[config.mk]
export PLATFORM = sky130hd
export DESIGN_NAME = fmp_decode
export DESIGN_NICKNAME = d
export VERILOG_FILES = /design/src/rtl/fmp_pkg.sv /design/src/rtl/fmp_chk_if.sv /design/src/rtl/fmp_area_chk.sv /design/src/rtl/fmp_decode.sv
export VERILOG_INCLUDE_DIRS = /design/src /design/src/rtl
export SDC_FILE = /design/constraint.sdc
export NUM_CORES = 1
export LEC_CHECK = 0
export BUFFER_PORTS_ARGS = -buffer_cell sky130_fd_sc_hd__buf_2
export CORE_ASPECT_RATIO = 0.7
export CORE_MARGIN = 2
export CORE_UTILIZATION = 45
export CTS_CLUSTER_SIZE = 30
export DETAILED_ROUTE_END_ITERATION = 8
export PLACE_DENSITY = 0.84
export SETUP_SLACK_MARGIN = 0.5
export SLEW_MARGIN = 5
export SYNTH_ARGS = -nofsm -noshare
export SYNTH_HDL_FRONTEND = slang
export SYNTH_SLANG_ARGS = --single-unit
[constraint.sdc]
create_clock -name sys_clk -period 1.2 [get_ports sys_clk]
set_input_delay 0.06 -clock sys_clk [delete_from_list [all_inputs] [get_ports sys_clk]]
set_output_delay 0.06 -clock sys_clk [all_outputs]
set_load 0.05 [all_outputs]
[src/rtl/fmp_map.svh]
// Summary of operation
// - cpu addresses 0x4000 to 0xffff are flash array, three 16k pages.
// - page select maps middle window 0x8000-0xbfff onto a physical page.
// - page 0x3e or 0x3f aliases the bottom or top fixed page.
// - 0x4000-0x7fff maps to 0x18000, 0xc000-0xffff maps to 0x1c000.
// - a global guard setting protects the whole array.
// - lower, higher and remaining areas are protected independently.
// - lower area grows up from array start, 1k to 8k.
// - higher area grows down from array end, 2k to 16k.
// - lower area may stay open while remaining addresses are guarded.
// - bytes 0xff00-0xff07 hold the backdoor key.
// - byte 0xff0d holds default guard, byte 0xff0f holds lock options.
// - sixteen register locations decode at module base plus 0x0 to 0xf.
`ifndef FMP_MAP_SVH
`define FMP_MAP_SVH
`define FMP_ARRAY_LO   16'h4000
`define FMP_FIX_LO_WIN 2'h1
`define FMP_PAGED_WIN  2'h2
`define FMP_FIX_HI_WIN 2'h3
`define FMP_PAGE_BOT   8'h3e
`define FMP_PAGE_TOP   8'h3f
`define FMP_PG_BOT     3'h6
`define FMP_PG_TOP     3'h7
`define FMP_LOW_UNIT   14'h0400
`define FMP_HIGH_UNIT  15'h0800
`define FMP_PAGE_SPAN  15'h4000
`define FMP_KEY_BASE   17'h1ff00
`define FMP_PROT_BYTE  17'h1ff0d
`define FMP_SEC_BYTE   17'h1ff0f
`define FMP_REG_BASE   16'h0100
`endif

[src/rtl/fmp_pkg.sv]
package fmp_pkg;
   typedef enum logic [1:0] {
      FMP_AREA_NONE,
      FMP_AREA_LOW,
      FMP_AREA_MID,
      FMP_AREA_HIGH
   } fmp_area_e;
   typedef logic [16:0] fmp_arr_addr_t;
   typedef logic [2:0]  fmp_page_t;
endpackage : fmp_pkg

[src/rtl/fmp_chk_if.sv]
`timescale 1ns/100ps
`default_nettype none
interface fmp_chk_if;
   import fmp_pkg::*;
   logic        in_array;
   fmp_page_t   page;
   logic [13:0] offset;
   logic [1:0]  low_size;
   logic [1:0]  high_size;
   fmp_area_e   area;
   modport chk (input in_array, page, offset, low_size, high_size,
                output area);
   modport user (output in_array, page, offset, low_size, high_size,
                 input area);
endinterface : fmp_chk_if
`default_nettype wire

[src/rtl/fmp_area_chk.sv]
`timescale 1ns/100ps
`default_nettype none
`include "fmp_map.svh"
module fmp_area_chk
   import fmp_pkg::*;
(
   fmp_chk_if.chk c
);
   function automatic logic [13:0] low_limit(input logic [1:0] sz);
      low_limit = `FMP_LOW_UNIT << sz;
   endfunction : low_limit

   function automatic logic [14:0] high_start(input logic [1:0] sz);
      high_start = `FMP_PAGE_SPAN - (`FMP_HIGH_UNIT << sz);
   endfunction : high_start

   always_comb begin
      c.area = FMP_AREA_NONE;
      if (c.in_array) begin
         c.area = FMP_AREA_MID;
         if (c.page == `FMP_PG_BOT && c.offset < low_limit(c.low_size)) begin
            c.area = FMP_AREA_LOW;
         end
         if (c.page == `FMP_PG_TOP &&
             {1'b0, c.offset} >= high_start(c.high_size)) begin
            c.area = FMP_AREA_HIGH;
         end
      end
   end
endmodule : fmp_area_chk
`default_nettype wire

[src/rtl/fmp_decode.sv]
`timescale 1ns/100ps
`default_nettype none
`include "fmp_map.svh"
module fmp_decode
   import fmp_pkg::*;
(
   input  wire logic        sys_clk,
   input  wire logic        arst_n,
   input  wire logic [15:0] cpu_addr,
   input  wire logic [7:0]  core_page_select,
   input  wire logic        op_req,
   input  wire logic        guard_global,
   input  wire logic        guard_low_en,
   input  wire logic [1:0]  guard_low_size,
   input  wire logic        guard_high_en,
   input  wire logic [1:0]  guard_high_size,
   input  wire logic        guard_mid_en,
   output var  logic        arr_hit,
   output var  fmp_arr_addr_t arr_addr,
   output var  fmp_area_e   area,
   output var  logic        reg_hit,
   output var  logic [3:0]  reg_idx,
   output var  logic        key_hit,
   output var  logic [2:0]  key_idx,
   output var  logic        guard_byte_hit,
   output var  logic        lock_byte_hit,
   output var  logic        op_blocked,
   output var  logic        op_granted
);
   fmp_chk_if c ();
   fmp_arr_addr_t arr_d;
   logic          hit_d;
   logic          prot_d;

   function automatic fmp_page_t page_of(input logic [1:0] win,
                                         input logic [7:0] psel);
      case (win)
         `FMP_FIX_LO_WIN: page_of = `FMP_PG_BOT;
         `FMP_PAGED_WIN:  page_of = psel[2:0];
         `FMP_FIX_HI_WIN: page_of = `FMP_PG_TOP;
         default:         page_of = `FMP_PG_BOT;
      endcase
   endfunction : page_of

   assign hit_d = cpu_addr >= `FMP_ARRAY_LO;
   assign arr_d = {page_of(cpu_addr[15:14], core_page_select),
                   cpu_addr[13:0]};

   assign c.in_array  = hit_d;
   assign c.page      = arr_d[16:14];
   assign c.offset    = arr_d[13:0];
   assign c.low_size  = guard_low_size;
   assign c.high_size = guard_high_size;

   fmp_area_chk u_chk (
      .c (c.chk)
   );

   always_comb begin
      prot_d = 1'b0;
      if (hit_d && guard_global) begin
         prot_d = 1'b1;
      end
      case (c.area)
         FMP_AREA_LOW:  prot_d = prot_d | guard_low_en;
         FMP_AREA_MID:  prot_d = prot_d | guard_mid_en;
         FMP_AREA_HIGH: prot_d = prot_d | guard_high_en;
         default:       prot_d = prot_d;
      endcase
   end

   always_ff @(posedge sys_clk or negedge arst_n) begin
      if (!arst_n) begin
         arr_hit  <= 1'b0;
         arr_addr <= '0;
         area     <= FMP_AREA_NONE;
      end else begin
         arr_hit  <= hit_d;
         arr_addr <= arr_d;
         area     <= c.area;
      end
   end

   always_ff @(posedge sys_clk or negedge arst_n) begin
      if (!arst_n) begin
         key_hit        <= 1'b0;
         key_idx        <= 3'h0;
         guard_byte_hit <= 1'b0;
         lock_byte_hit  <= 1'b0;
      end else begin
         key_hit        <= hit_d && arr_d[16:3] == 14'(`FMP_KEY_BASE >> 3);
         key_idx        <= arr_d[2:0];
         guard_byte_hit <= hit_d && arr_d == `FMP_PROT_BYTE;
         lock_byte_hit  <= hit_d && arr_d == `FMP_SEC_BYTE;
      end
   end

   always_ff @(posedge sys_clk or negedge arst_n) begin
      if (!arst_n) begin
         reg_hit <= 1'b0;
         reg_idx <= 4'h0;
      end else begin
         reg_hit <= cpu_addr[15:4] == 12'(`FMP_REG_BASE >> 4);
         reg_idx <= cpu_addr[3:0];
      end
   end

   always_ff @(posedge sys_clk or negedge arst_n) begin
      if (!arst_n) begin
         op_blocked <= 1'b0;
         op_granted <= 1'b0;
      end else begin
         op_blocked <= op_req && hit_d && prot_d;
         op_granted <= op_req && hit_d && !prot_d;
      end
   end
endmodule : fmp_decode
`default_nettype wire

==> results.md, run 1 <==
* CTS Buffer Depth at 2
* Largest net degree at the start of global routing at 27
* Synth warnings at 0
* # IOs at around 70
* Avg Cell Area, Syn at 12.6 um^2
* Gpl congestion at about 0.79
* I/O Buffers at 62
* GR repair worst EP: op_blocked$_DFF_PN0_/D
* Row count at 14
* Post-synth net total at roughly 130
* Mapped Area at around 0.0011 mm^2
* Leading register cell type out of synthesis: dfrtp_1
* Antenna violations before repair at 0
* CTS root buf: clkbuf_4
* H-tree levels at 1
* Fraction of synthesized cell area taken by the top area cell type at 0.592
* Post-synth EDFFs at 0
* Overall die height at between 40 and 50 um
* Pre-CTS setup slack at -0.574 ns
* Sink Count at 26
* Starting Density at 0.494
* Register bit total from synthesis at 26
* Post-CTS Setup Inserts at 0
* Total CTS buffers at 3
* Post-synth ARST share at 1.00
* Synth area leader: dfrtp_1
* Outcome: stopped before the end
* Dpl hpwl at approximately 2000 um
* Cell count after synthesis at 87
* Netlist cell types at 29
* Tool error: [ERROR DPL-0033] detailed placement checks failed during check placement.
* Area contributors post-synth: dfrtp_1 59%, ha_1 8.0%, buf_4 4.8%
* Die X at ~63 um
* Worst EP Category: register data pin
* Fail Step: global routing (5_1_grt)
* Register area share after synthesis at 0.592
[synth_stat cells (2+ instances only)]
cell type	instances
inv_1	2
nand3_1	2
buf_4	7
or2_2	2
o21a_1	3
nor3_1	3
ha_1	7
nor2_1	5
nor4_1	2
o211ai_1	2
dfrtp_1	26
nand2_1	5
a211oi_2	2
nand2b_1	4
[repair_timing]
| item | 4_1_cts |
|---|---|
| hold endpoints to repair | 47 |
| endpoints found under the setup margin | 38 |
| hold buffers | 15 |
| pin swaps | 7 |
| resized for setup | 93 |
[metrics by stage]
| stage | cells | hold slack [ns] | cell area [um^2] | utilization | setup TNS [ns] |
|---|---|---|---|---|---|
| 2_1_floorplan | 87 | -0.236 | 1200 | - | -0.754 |
| 3_3_place_gp | 182 | 0.0626 | 1510 | 0.679 | -1.42 |
| 3_5_place_dp | 182 | 0.0809 | 1510 | 0.679 | -1.56 |
| 4_1_cts | 201 | -0.286 | 2030 | 0.912 | -0.215 |
[logic make-up after synthesis]
| logic type | share of synthesized area |
|---|---|
| mux | 0.0136 |
| fa+ha+maj | 0.0796 |
| simple gates | 0.146 |
| compound gates | 0.108 |
| flops | 0.592 |
| buf+inv | 0.0614 |
==> run 2, diff against run 1 <==
--- a/config.mk
+++ b/config.mk
@@ -7,13 +7,10 @@
 export NUM_CORES = 1
 export LEC_CHECK = 0
 export BUFFER_PORTS_ARGS = -buffer_cell sky130_fd_sc_hd__buf_2
-export CORE_ASPECT_RATIO = 0.7
-export CORE_MARGIN = 2
-export CORE_UTILIZATION = 45
-export CTS_CLUSTER_SIZE = 30
+export CORE_AREA = 2 2 63 65
 export DETAILED_ROUTE_END_ITERATION = 8
-export PLACE_DENSITY = 0.84
-export SETUP_SLACK_MARGIN = 0.5
+export DIE_AREA = 0 0 65 67
+export PLACE_DENSITY_LB_ADDON = 0.15
 export SLEW_MARGIN = 5
 export SYNTH_ARGS = -nofsm -noshare
 export SYNTH_HDL_FRONTEND = slang
==> run 2 against run 1 <==
  * The flow now finishes, with violations (negative setup slack)
  * Synthesized cell count is the same
  * Synthesized area is the same
==> results.md, run 2 <==
* Hold Violations, Final at 0
* Leak Pwr at 0.875 nW
* Max reg flops at 14
* Top flop regs: arr_addr x14, reg_idx x3, area x2
* Crit end category: flop
* Row count at 22 (was 14)
* Main combinational cell family by area after synthesis: simple AND/OR/NAND/NOR gates (unchanged)
* Max rail drop VDD at 0.531 mV
* Delay of the slowest cell on the worst path at ~0.35 ns
* First drt pass iteration count at 4
* Pre-CTS setup slack at -0.600 ns (was -0.574 ns)
* Die X at 65 um (was 63.1 um)
* Largest Register: arr_addr
* # IOs at 68 (unchanged)
* Min-Delay Path Class: in -> reg
* Required @ worst endpoint at roughly 1.4 ns
* Mapped Area at 0.00110 mm^2 (unchanged)
* Final WL at approximately 2400 um
* Register area share after synthesis at 0.592 (unchanged)
* Simple-Gate Fraction of Synth Area at 0.146 (unchanged)
* Worst slew margin at 0.631
* Vias per cell at ~4.3
* Antenna violations before repair at 0
* Count leader, synth: dfrtp_1 (unchanged)
* First-pass GRT wire length at ~4000 um
* Non-filler cells in the finished layout at around 220
* Largest net degree at the start of global routing at 27
* Fin crit period at around 1.5 ns
* Setup ws final at -0.251 ns
* Slowest stage cell, crit path: mux2_4
* Gpl congestion at 0.725 (was 0.791)
* Fill cells at 338
* Syn-to-layout area delta at 58.9%
* Die area at 0.00436 mm^2
* Setup violations, final at 2
* I/O Buffers at 62 (unchanged)
* Most common cell after layout, fill and taps aside: buf_2
* PD cells at around 1200 mW/mm^2
* Register bit total from synthesis at 26 (unchanged)
* Share of cells above drive strength 1 at 0.535
* Sink Count at 26 (unchanged)
* Fraction of synthesized cell area taken by the top area cell type at 0.592 (unchanged)
* Post-synth ARST share at 1.00 (unchanged)
* Compound-Gate Fraction of Synth Area at 0.108 (unchanged)
* Cell count after synthesis at 87 (unchanged)
* Starting Density at 0.305 (was 0.494)
* Placed Cells at 202 (was 182)
* CTS root buf: clkbuf_8 (was clkbuf_4)
* Unrepaired setup endpoints after global routing: yes
* CTS Buffer Depth at 2 (unchanged)
* CP Launch Type: input port
* Gr usage total at 0.117
* Period Utilization, post-route at 1.21
* Post-Synth XOR/XNOR Area at 0 (unchanged)
* Max-slew violations at 0
* Worst-path maximum fanout at 3
* Area contributors post-synth: dfrtp_1 59%, ha_1 8.0%, buf_4 4.8% (unchanged)
* Outcome: finished, violations left (was stopped before the end)
* Total CTS buffers at 3 (unchanged)
* Top cells by count, synth: 26 x dfrtp_1, 7 x buf_4, 7 x ha_1, 5 x nand2_1, 5 x nor2_1 (unchanged)
* Vias in the first global route at 949
* Synth warnings at 0 (unchanged)
* Failing checks: negative setup slack
* Core Area at 0.00361 mm^2
* Post-synth EDFFs at 0 (unchanged)
* Synthesized-area fraction occupied by adder cells at 0.0796 (unchanged)
* DR iter-0 viols at 23
* Clk slew on worst S/H paths at about 0.08 ns
* TritonCTS clock tree: yes
* Post-synthesis mux area share at 0.0137 (unchanged)
* Grt ovf at 0
* Dpl hpwl at 1970 um (was 1980 um)
* Avg Cell Area, Syn at 12.6 um^2 (unchanged)
* Overall die height at 67 um (was 45.4 um)
* Worst EP arrival at between 1.5 and 2 ns
* Post-synth net total at 129 (unchanged)
* Final ANT Viol Nets at 0
* Avg WL per Cell at roughly 11 um
* Antenna diodes at 0
* Synth area leader: dfrtp_1 (unchanged)
* Commonest non-fill, non-tap cells in the layout: 61 x buf_2, 26 x dfrtp_1, 14 x buf_4, 11 x dlygate4sd3_1
* Critical path class: in -> reg
* H-tree levels at 1 (unchanged)
* Worst Tran Pin Value at ~0.55 ns
* DRC at 0
* Via count at a little over 900
* Leading register cell type out of synthesis: dfrtp_1 (unchanged)
* Maximum capacitance violations at 0
* Cells along the critical path: buf_6 -> or2_4 -> ha_4 -> o211ai_1 -> a211oi_2 -> mux2_4 -> o31a_1
* Layout Nets at ~210
* Netlist cell types at 29 (unchanged)
* Max Fclk at 689 MHz
==> run 2: cell counts after synthesis <==
No cell type changed its count.
==> run 2: worst max-delay path: cells and delay by family <==
kind | cells | cell delay [ns]
compound gates | 3 | 0.60
mux | 1 | 0.35
fa+ha+maj | 1 | 0.26
simple gates | 1 | 0.24
buf+inv | 1 | 0.09
==> run 2: per-layer routing <==
layer	vias to the layer above	global-route usage	part of all wire
met5	-	0	0
met4	0	0.0559	0.011
met3	2	0.0203	0.062
met2	33	0.219	0.55
met1	437	0.128	0.37
li1	462	-	-
==> run 2: final cells by class <==
type	instances	area, um^2	area share
sequential	26	651	0.372
tap	48	60.1	0.0344
clock inverter	1	30.0	0.0172
timing repair buffer	87	532	0.304
inverter	3	11.3	0.00644
multi-input combinational	50	423	0.242
clock buffer	3	41.3	0.0236
==> run 2: through the flow <==
stage          TNS, ns   util  total power, mW  cell area (um^2)  hold WS, ns
3_5_place_dp     -1.65  0.427             1.45              1540       0.0777
3_3_place_gp     -1.56  0.427             1.45              1540       0.0686
2_1_floorplan   -0.754      -             1.27              1130       -0.236
5_1_grt         -0.595  0.485             2.27              1750       0.0272
6_report        -0.467  0.485             2.15              1750       0.0402
4_1_cts         -0.515  0.482             2.18              1740       0.0265
==> run 2: what timing repair did <==
| action | CTS | global route |
|---|---|---|
| endpoints found under the hold margin | 38 | 0 |
| endpoints found under the setup margin | 2 | 3 |
| resized for setup | 1 | 1 |
| hold buffers | 11 | 0 |
| pin swaps | 2 | 0 |
| buffers inserted | 1 | 0 |
==> run 2: logic make-up after synthesis <==
kind of cell | after synthesis
mux | 1
flops | 26
fa+ha+maj | 7
compound gates | 13
simple gates | 29
buf+inv | 11
==> run 2: final timing paths <==
kind / end / slack (ns) / cells after the start / startpoint
hold / removal: arr_addr[15] / 0.04 / 2 / core_page_select[1]
min in group asynchronous: reg_idx[2] / 0.32 / 2 / arst_n
setup / recovery: op_blocked / -0.25 / 7 / guard_high_size[1]
max in group asynchronous: op_granted / 0.51 / 2 / arst_n
==> run 2: report_power, final <==
group | internal [mW] | switching [mW] | total [mW] | leakage [nW]
registers | 0.917 | 0.0113 | 0.929 | 0.311
logic | 0.191 | 0.348 | 0.539 | 0.528
clock network | 0.445 | 0.238 | 0.683 | 0.0357
No activity file was read; power rests on OpenSTA's default activity.
==> run 3, diff against run 2 <==
--- a/config.mk
+++ b/config.mk
@@ -14,4 +14,5 @@
 export SLEW_MARGIN = 5
 export SYNTH_ARGS = -nofsm -noshare
 export SYNTH_HDL_FRONTEND = slang
+export SYNTH_HIERARCHICAL = 1
 export SYNTH_SLANG_ARGS = --single-unit
==> run 3 against run 2 <==
  * The flow still finishes with violations (negative setup slack)
  * Clock power is 2% higher
  * Hold slack about the same
  * Via count shrank 0.75%
  * Flip-flop and latch count unchanged
  * Count of clock-buffer cells in the layout did not move
  * Global-route usage rose by 0.15 points
  * Maximum frequency shrank 20%
  * Final area fell by 3.0%
  * First-iteration DRC count did not move
  * Critical endpoint is now op_granted
  * Largest power group unchanged
==> results.md, run 3 <==
* First drt pass iteration count at 4 (unchanged)
* Cells along the critical path: buf_6 -> or2_4 -> ha_4 -> o21ai_2 -> a22o_2 -> o2111a_2 -> mux2_4 -> a222oi_1 -> nor2b_1 (was buf_6 -> or2_4 -> ha_4 -> o211ai_1 -> a211oi_2 -> mux2_4 -> o31a_1)
* Avg WL per Cell at 11.4 um (was 10.9 um)
* Dpl hpwl at 1890 um (was 1970 um)
* Failing checks: negative setup slack (unchanged)
* Max rail drop VDD at 0.440 mV (was 0.531 mV)
* Post-synth ARST share at 1.00 (unchanged)
* Total Power at 2.17 mW (was 2.15 mW)
* Crit end category: flop (unchanged)
* Register bit total from synthesis at 26 (unchanged)
* Most common cell after layout, fill and taps aside: buf_2 (unchanged)
* Gpl congestion at 0.720 (was 0.725)
* Delay of the slowest cell on the worst path at 0.30 ns (was 0.35 ns)
* Die area at 0.00436 mm^2 (unchanged)
* Top flop regs: arr_addr x14, area x2, key_idx x2 (was arr_addr x14, reg_idx x3, area x2)
* Via count at 927 (was 934)
* Clk slew on worst S/H paths at 0.08 ns (about the same)
* Delay-heaviest family, CP: compound AO/OA/AOI/OAI gates (unchanged)
* Critical path class: in -> reg (unchanged)
* Row count at 22 (unchanged)
* H-tree levels at 1 (unchanged)
* Final WL at 2410 um (was 2370 um)
* CTS Buffer Depth at 2 (unchanged)
* Final ANT Viol Nets at 0 (unchanged)
* Count leader, synth: dfrtp_1 (unchanged)
* CP Launch Type: input port (unchanged)
* Area contributors post-synth: dfrtp_1 62%, ha_1 8.3%, buf_4 5.0% (was dfrtp_1 59%, ha_1 8.0%, buf_4 4.8%)
* Worst-path maximum fanout at 4 (was 3)
* # IOs at 68 (unchanged)
* Placed Cells at 197 (was 202)
* CP bufs+invs at 1 (unchanged)
* Post-synth net total at 123 (was 129)
* Antenna diodes at 0 (unchanged)
* Leading register cell type out of synthesis: dfrtp_1 (unchanged)
* Slowest stage cell, crit path: a222oi_1 (was mux2_4)
* Netlist cell types at 27 (was 29)
* Maximum capacitance violations at 0 (unchanged)
* Total CTS buffers at 3 (unchanged)
* Vias per cell at 4.37 (was 4.28)
* Avg Cell Area, Syn at 13.0 um^2 (was 12.6 um^2)
* Share of cells above drive strength 1 at 0.561 (was 0.535)
* Core Area at 0.00361 mm^2 (unchanged)
* Die X at 65 um (unchanged)
* Largest net degree at the start of global routing at 27 (unchanged)
* I/O Buffers at 62 (unchanged)
* Overall die height at 67 um (unchanged)
* Max Fclk at 551 MHz (was 689 MHz)
* Unrepaired setup endpoints after global routing: yes (unchanged)
* Register area share after synthesis at 0.618 (was 0.592)
* CTS root buf: clkbuf_8 (unchanged)
* Mapped Area at 0.00105 mm^2 (was 0.00110 mm^2)
* Gr usage total at 0.119 (was 0.117)
* Worst Tran Pin Value at 0.543 ns (was 0.553 ns)
* CP Launch Point: guard_low_size[0] (was guard_high_size[1])
* Antenna violations before repair at 0 (unchanged)
* DRC at 0 (unchanged)
* Max-slew violations at 0 (unchanged)
* Outcome: finished, violations left (unchanged)
* Largest Register: arr_addr (unchanged)
* TritonCTS clock tree: yes (unchanged)
* Hold Slack at 0.0406 ns (was 0.0402 ns)
* Util after Layout at 0.470 (was 0.485)
* Period Utilization, post-route at 1.51 (was 1.21)
* Crit path to: op_granted (was op_blocked)
* Leak Pwr at 0.847 nW (was 0.875 nW)
* Cell count after synthesis at 81 (was 87)
* Non-filler cells in the finished layout at 212 (was 218)
* Vias in the first global route at 952 (was 949)
* Setup ws final at -0.616 ns (was -0.251 ns)
* Syn-to-layout area delta at 61.1% (was 58.9%)
* Commonest non-fill, non-tap cells in the layout: 60 x buf_2, 26 x dfrtp_1, 14 x buf_4, 11 x dlygate4sd3_1, 6 x ha_1 (was 61 x buf_2, 26 x dfrtp_1, 14 x buf_4, 11 x dlygate4sd3_1)
* Grt ovf at 0 (unchanged)
* DR iter-0 viols at 23 (unchanged)
* Synth warnings at 6 (was 0)
* Starting Density at 0.292 (was 0.305)
* Worst EP arrival at 2.02 ns (was 1.60 ns)
* Setup violations, final at 2 (unchanged)
* Fraction of synthesized cell area taken by the top area cell type at 0.618 (was 0.592)
* WP depth at 9 (was 7)
* PD cells at 1280 mW/mm^2 (was 1230 mW/mm^2)
* Max reg flops at 14 (unchanged)
* Synth area leader: dfrtp_1 (unchanged)
* Pre-CTS setup slack at -0.878 ns (was -0.600 ns)
* Min-Delay Path Class: in -> reg (unchanged)
* First-pass GRT wire length at 3910 um (was 3950 um)
* Top cells by count, synth: 26 x dfrtp_1, 7 x buf_4, 7 x ha_1, 6 x nor4_1, 4 x o21ai_0 (was 26 x dfrtp_1, 7 x buf_4, 7 x ha_1, 5 x nand2_1, 5 x nor2_1)
* Layout Nets at 207 (was 213)
* Hold Violations, Final at 0 (unchanged)
* Sink Count at 26 (unchanged)
* Post-synth EDFFs at 0 (unchanged)
* Required @ worst endpoint at 1.40 ns (was 1.35 ns)
* Post-CTS Setup Inserts at 0 (was 1)
* Fin crit period at 1.82 ns (was 1.45 ns)
* Worst slew margin at 0.638 (was 0.631)
-- run 3: final cells by class --
type                       instances  area [um^2]
fill                             336         1910
sequential                        26          651
timing repair buffer              87          538
multi-input combinational         46          372
tap                               48         60.1
clock buffer                       3         41.3
clock inverter                     1         30.0
inverter                           1         3.75
-- run 3: stage by stage --
step / instance area (um^2) / setup TNS, ns
CTS: 1670 / -1.10
finish: 1700 / -1.19
floorplan: 1070 / -1.26
global route: 1700 / -1.37
detailed placement: 1490 / -2.14
global placement: 1490 / -2.07
-- run 3: timing repair --
action / 4_1_cts / 5_1_grt
hold buffers: 11 / 0
pin swaps: 2 / 7
setup endpoints to repair: 2 / 2
hold endpoints to repair: 38 / 0
gates resized for setup: 0 / 9
-- run 3: worst min-delay path by stage --
| stage | start | end | slack (ns) | cells past startpoint |
|---|---|---|---|---|
| finish | op_req | op_granted | 0.04 | 3 |
| global route | cpu_addr[13] | arr_addr[13] | 0.04 | 2 |
| CTS | op_req | op_granted | 0.03 | 3 |
| detailed placement | arst_n | reg_idx[2] | 0.08 | 1 |
| global placement | arst_n | key_idx[1] | 0.07 | 1 |
| floorplan | arst_n | area[0] | -0.24 | 0 |
-- run 3: tightest hold or removal path, delay by kind of cell --
kind | cells | cell delay (ns)
buf+inv | 1 | 0.10
simple gates | 2 | 0.11
-- run 3: routing by layer --
| layer | vias up | track usage | routed length (um) |
|---|---|---|---|
| li1 | 454 | - | - |
| met1 | 425 | 0.132 | 1010 |
| met2 | 42 | 0.204 | 1120 |
| met3 | 6 | 0.0186 | 200 |
| met4 | 0 | 0.0904 | 80 |
| met5 | - | 0 | 0 |
-- run 3: report_power, final --
group	switching, mW	internal, mW
combinational	0.344	0.195
sequential	0.0114	0.919
clock	0.253	0.446
total	0.608	1.56
-- run 3: cells by family (layout without fill, tap and decap cells) --
logic type | after synthesis | count (layout) | share of synthesized area
flip-flops | 26 | 26 | 0.618
AO/OA/AOI/OAI | 11 | 11 | 0.0749
buffers and inverters | 9 | 92 | 0.0571
AND/OR/NAND/NOR | 27 | 27 | 0.156
adder cells (fa/ha/maj) | 7 | 7 | 0.0832
multiplexers | 1 | 1 | 0.0107
==> run 4, diff against run 3 <==
--- a/config.mk
+++ b/config.mk
@@ -11,6 +11,7 @@
 export DETAILED_ROUTE_END_ITERATION = 8
 export DIE_AREA = 0 0 65 67
 export PLACE_DENSITY_LB_ADDON = 0.15
+export SKIP_LAST_GASP = 1
 export SLEW_MARGIN = 5
 export SYNTH_ARGS = -nofsm -noshare
 export SYNTH_HDL_FRONTEND = slang
==> constraint.sdc (replaced) <==
create_clock -name sys_clk -period 1.2 [get_ports sys_clk]
set_input_delay 0.24 -clock sys_clk [delete_from_list [all_inputs] [get_ports sys_clk]]
set_output_delay 0.24 -clock sys_clk [all_outputs]
set_load 0.05 [all_outputs]
==> run 4 against run 3 <==
  * The run still ends with negative setup slack left
  * Utilization fell by 1.5 points
  * Non-clock buffer count down 8
  * Global-route usage shrank 0.47 points
  * Total power rose by 0.45%
  * Maximum frequency shrank 7.2%
  * Highest routed layer unchanged
  * Largest cell class unchanged
  * Flip-flop and latch count unchanged
  * Critical path depth is the same
==> results.md, run 4 (same netlist as run 3, synthesis figures left out) <==
* Leak Pwr at 0.821 nW (was 0.847 nW)
* Max Fclk at 511 MHz (was 551 MHz)
* Unrepaired setup endpoints after global routing: yes (unchanged)
* Metal-1 WL at 964 um (was 1010 um)
* DR iter-0 viols at 27 (was 23)
* Core Area at 0.00361 mm^2 (unchanged)
* Largest net degree at the start of global routing at 27 (unchanged)
* Gr usage total at 0.114 (was 0.119)
* Delay of the slowest cell on the worst path at 0.29 ns (was 0.30 ns)
* PD cells at 1330 mW/mm^2 (was 1280 mW/mm^2)
* Sink Count at 26 (unchanged)
* Dpl hpwl at 1890 um (unchanged)
* Critical path class: in -> reg (unchanged)
* DRC at 0 (unchanged)
* Overall die height at 67 um (unchanged)
* CP Launch Type: input port (unchanged)
* Final ANT Viol Nets at 0 (unchanged)
* Max reg flops at 14 (unchanged)
* Total CTS buffers at 3 (unchanged)
* Via count at 894 (was 927)
* Total Power at 2.18 mW (was 2.17 mW)
* Largest Register: arr_addr (unchanged)
* Crit end category: flop (unchanged)
* Layout Nets at 199 (was 207)
* Routed wl met3 at 223 um (was 200 um)
* Period Utilization, post-route at 1.63 (was 1.51)
* Grt ovf at 0 (unchanged)
* Maximum capacitance violations at 0 (unchanged)
* Worst-path maximum fanout at 4 (unchanged)
* Setup ws final at -0.757 ns (was -0.616 ns)
* # IOs at 68 (unchanged)
* Vias in the first global route at 907 (was 952)
* Hold Violations, Final at 0 (unchanged)
* Required @ worst endpoint at 1.40 ns (about the same)
* Most common cell after layout, fill and taps aside: buf_2 (unchanged)
* Syn-to-layout area delta at 56.0% (was 61.1%)
* Outcome: finished, violations left (unchanged)
* Util after Layout at 0.455 (was 0.470)
* Slowest stage cell, crit path: mux2_4 (was a222oi_1)
* Die area at 0.00436 mm^2 (unchanged)
* Die X at 65 um (unchanged)
* H-tree levels at 1 (unchanged)
* First drt pass iteration count at 4 (unchanged)
* Avg WL per Cell at 11.3 um (was 11.4 um)
* Gpl congestion at 0.720 (unchanged)
* Max-slew violations at 0 (unchanged)
* Worst Tran Pin Value at 0.542 ns (was 0.543 ns)
* Placed Area at 0.00149 mm^2 (unchanged)
* Max rail drop VDD at 0.448 mV (was 0.440 mV)
* TritonCTS clock tree: yes (unchanged)
* First-pass GRT wire length at 3770 um (was 3910 um)
* I/O Buffers at 62 (unchanged)
* Met2 wire length at 1060 um (was 1120 um)
* Share of cells above drive strength 1 at 0.609 (was 0.561)
* Final WL at 2310 um (was 2410 um)
* Vias per cell at 4.38 (was 4.37)
* Fin crit period at 1.96 ns (was 1.82 ns)
* Delay-heaviest family, CP: compound AO/OA/AOI/OAI gates (unchanged)
* Final std cell area, no fill at 0.00164 mm^2 (was 0.00170 mm^2)
* Antenna violations before repair at 0 (unchanged)
* Pre-CTS setup slack at -1.06 ns (was -0.878 ns)
* Setup violations, final at 4 (was 2)
* CTS Buffer Depth at 2 (unchanged)
* Max layer used: met4 (unchanged)
* Min-Delay Path Class: in -> reg (unchanged)
* Worst slew margin at 0.638 (about the same)
* Worst EP arrival at 2.16 ns (was 2.02 ns)
* Cells along the critical path: buf_6 -> or2_4 -> ha_4 -> o21ai_2 -> a22o_2 -> o2111a_2 -> mux2_4 -> a222oi_1 -> nor2b_1 (unchanged)
* Failing checks: negative setup slack (unchanged)
* Top flop regs: arr_addr x14, area x2, key_idx x2 (unchanged)
* CTS root buf: clkbuf_8 (unchanged)
* Antenna diodes at 0 (unchanged)
* CP bufs+invs at 1 (unchanged)
* Row count at 22 (unchanged)
* Commonest non-fill, non-tap cells in the layout: 60 x buf_2, 26 x dfrtp_1, 14 x buf_4, 6 x nor4_1, 5 x ha_1 (was 60 x buf_2, 26 x dfrtp_1, 14 x buf_4, 11 x dlygate4sd3_1, 6 x ha_1)
* Clk slew on worst S/H paths at 0.08 ns (about the same)
* Starting Density at 0.292 (unchanged)
[run 4: final timing paths]
path | startpoint | endpoint | slack [ns] | cells past startpoint
worst min-delay path | cpu_addr[8] | arr_addr[8] | 0.09 | 1
max in group asynchronous | arst_n | op_blocked | 0.36 | 2
worst max-delay path | guard_low_size[1] | op_granted | -0.76 | 9
min in group asynchronous | arst_n | lock_byte_hit | 0.49 | 2
[run 4: cell type report]
class                      count  area, um^2
tap                           48        60.1
inverter                       1        3.75
timing repair buffer          79         460
sequential                    26         651
multi-input combinational     46         395
clock buffer                   3        41.3
fill                         342        1960
clock inverter                 1        30.0
[run 4: timing repair]
action | in CTS | in global routing
hold buffers | 1 | 0
setup buffers | 2 | 1
hold endpoints to repair | 26 | 0
setup endpoints to repair | 4 | 4
gates resized for setup | 8 | 6
gates cloned | 0 | 0
pin swaps | 3 | 4
[run 4: per-layer routing]
metal | vias to the layer above | global-route usage
li1 | 437 | -
met1 | 413 | 0.127
met2 | 40 | 0.197
met3 | 4 | 0.0203
met4 | 0 | 0.0798
met5 | - | 0
[run 4: report_power, final]
part           internal (mW)  switching, mW  leakage, nW
clock                  0.446          0.256       0.0357
combinational          0.197          0.349        0.474
sequential             0.919         0.0112        0.311
[run 4: per-stage QoR]
step                      TNS [ns]  hold slack (ns)  std cells
after floorplan              -1.94          -0.0556         81
after global placement       -2.98            0.254        197
after detailed placement     -3.06            0.259        197
after CTS                    -1.71           0.0843        204
after global routing         -2.01           0.0739        204
final                        -1.80           0.0924        204
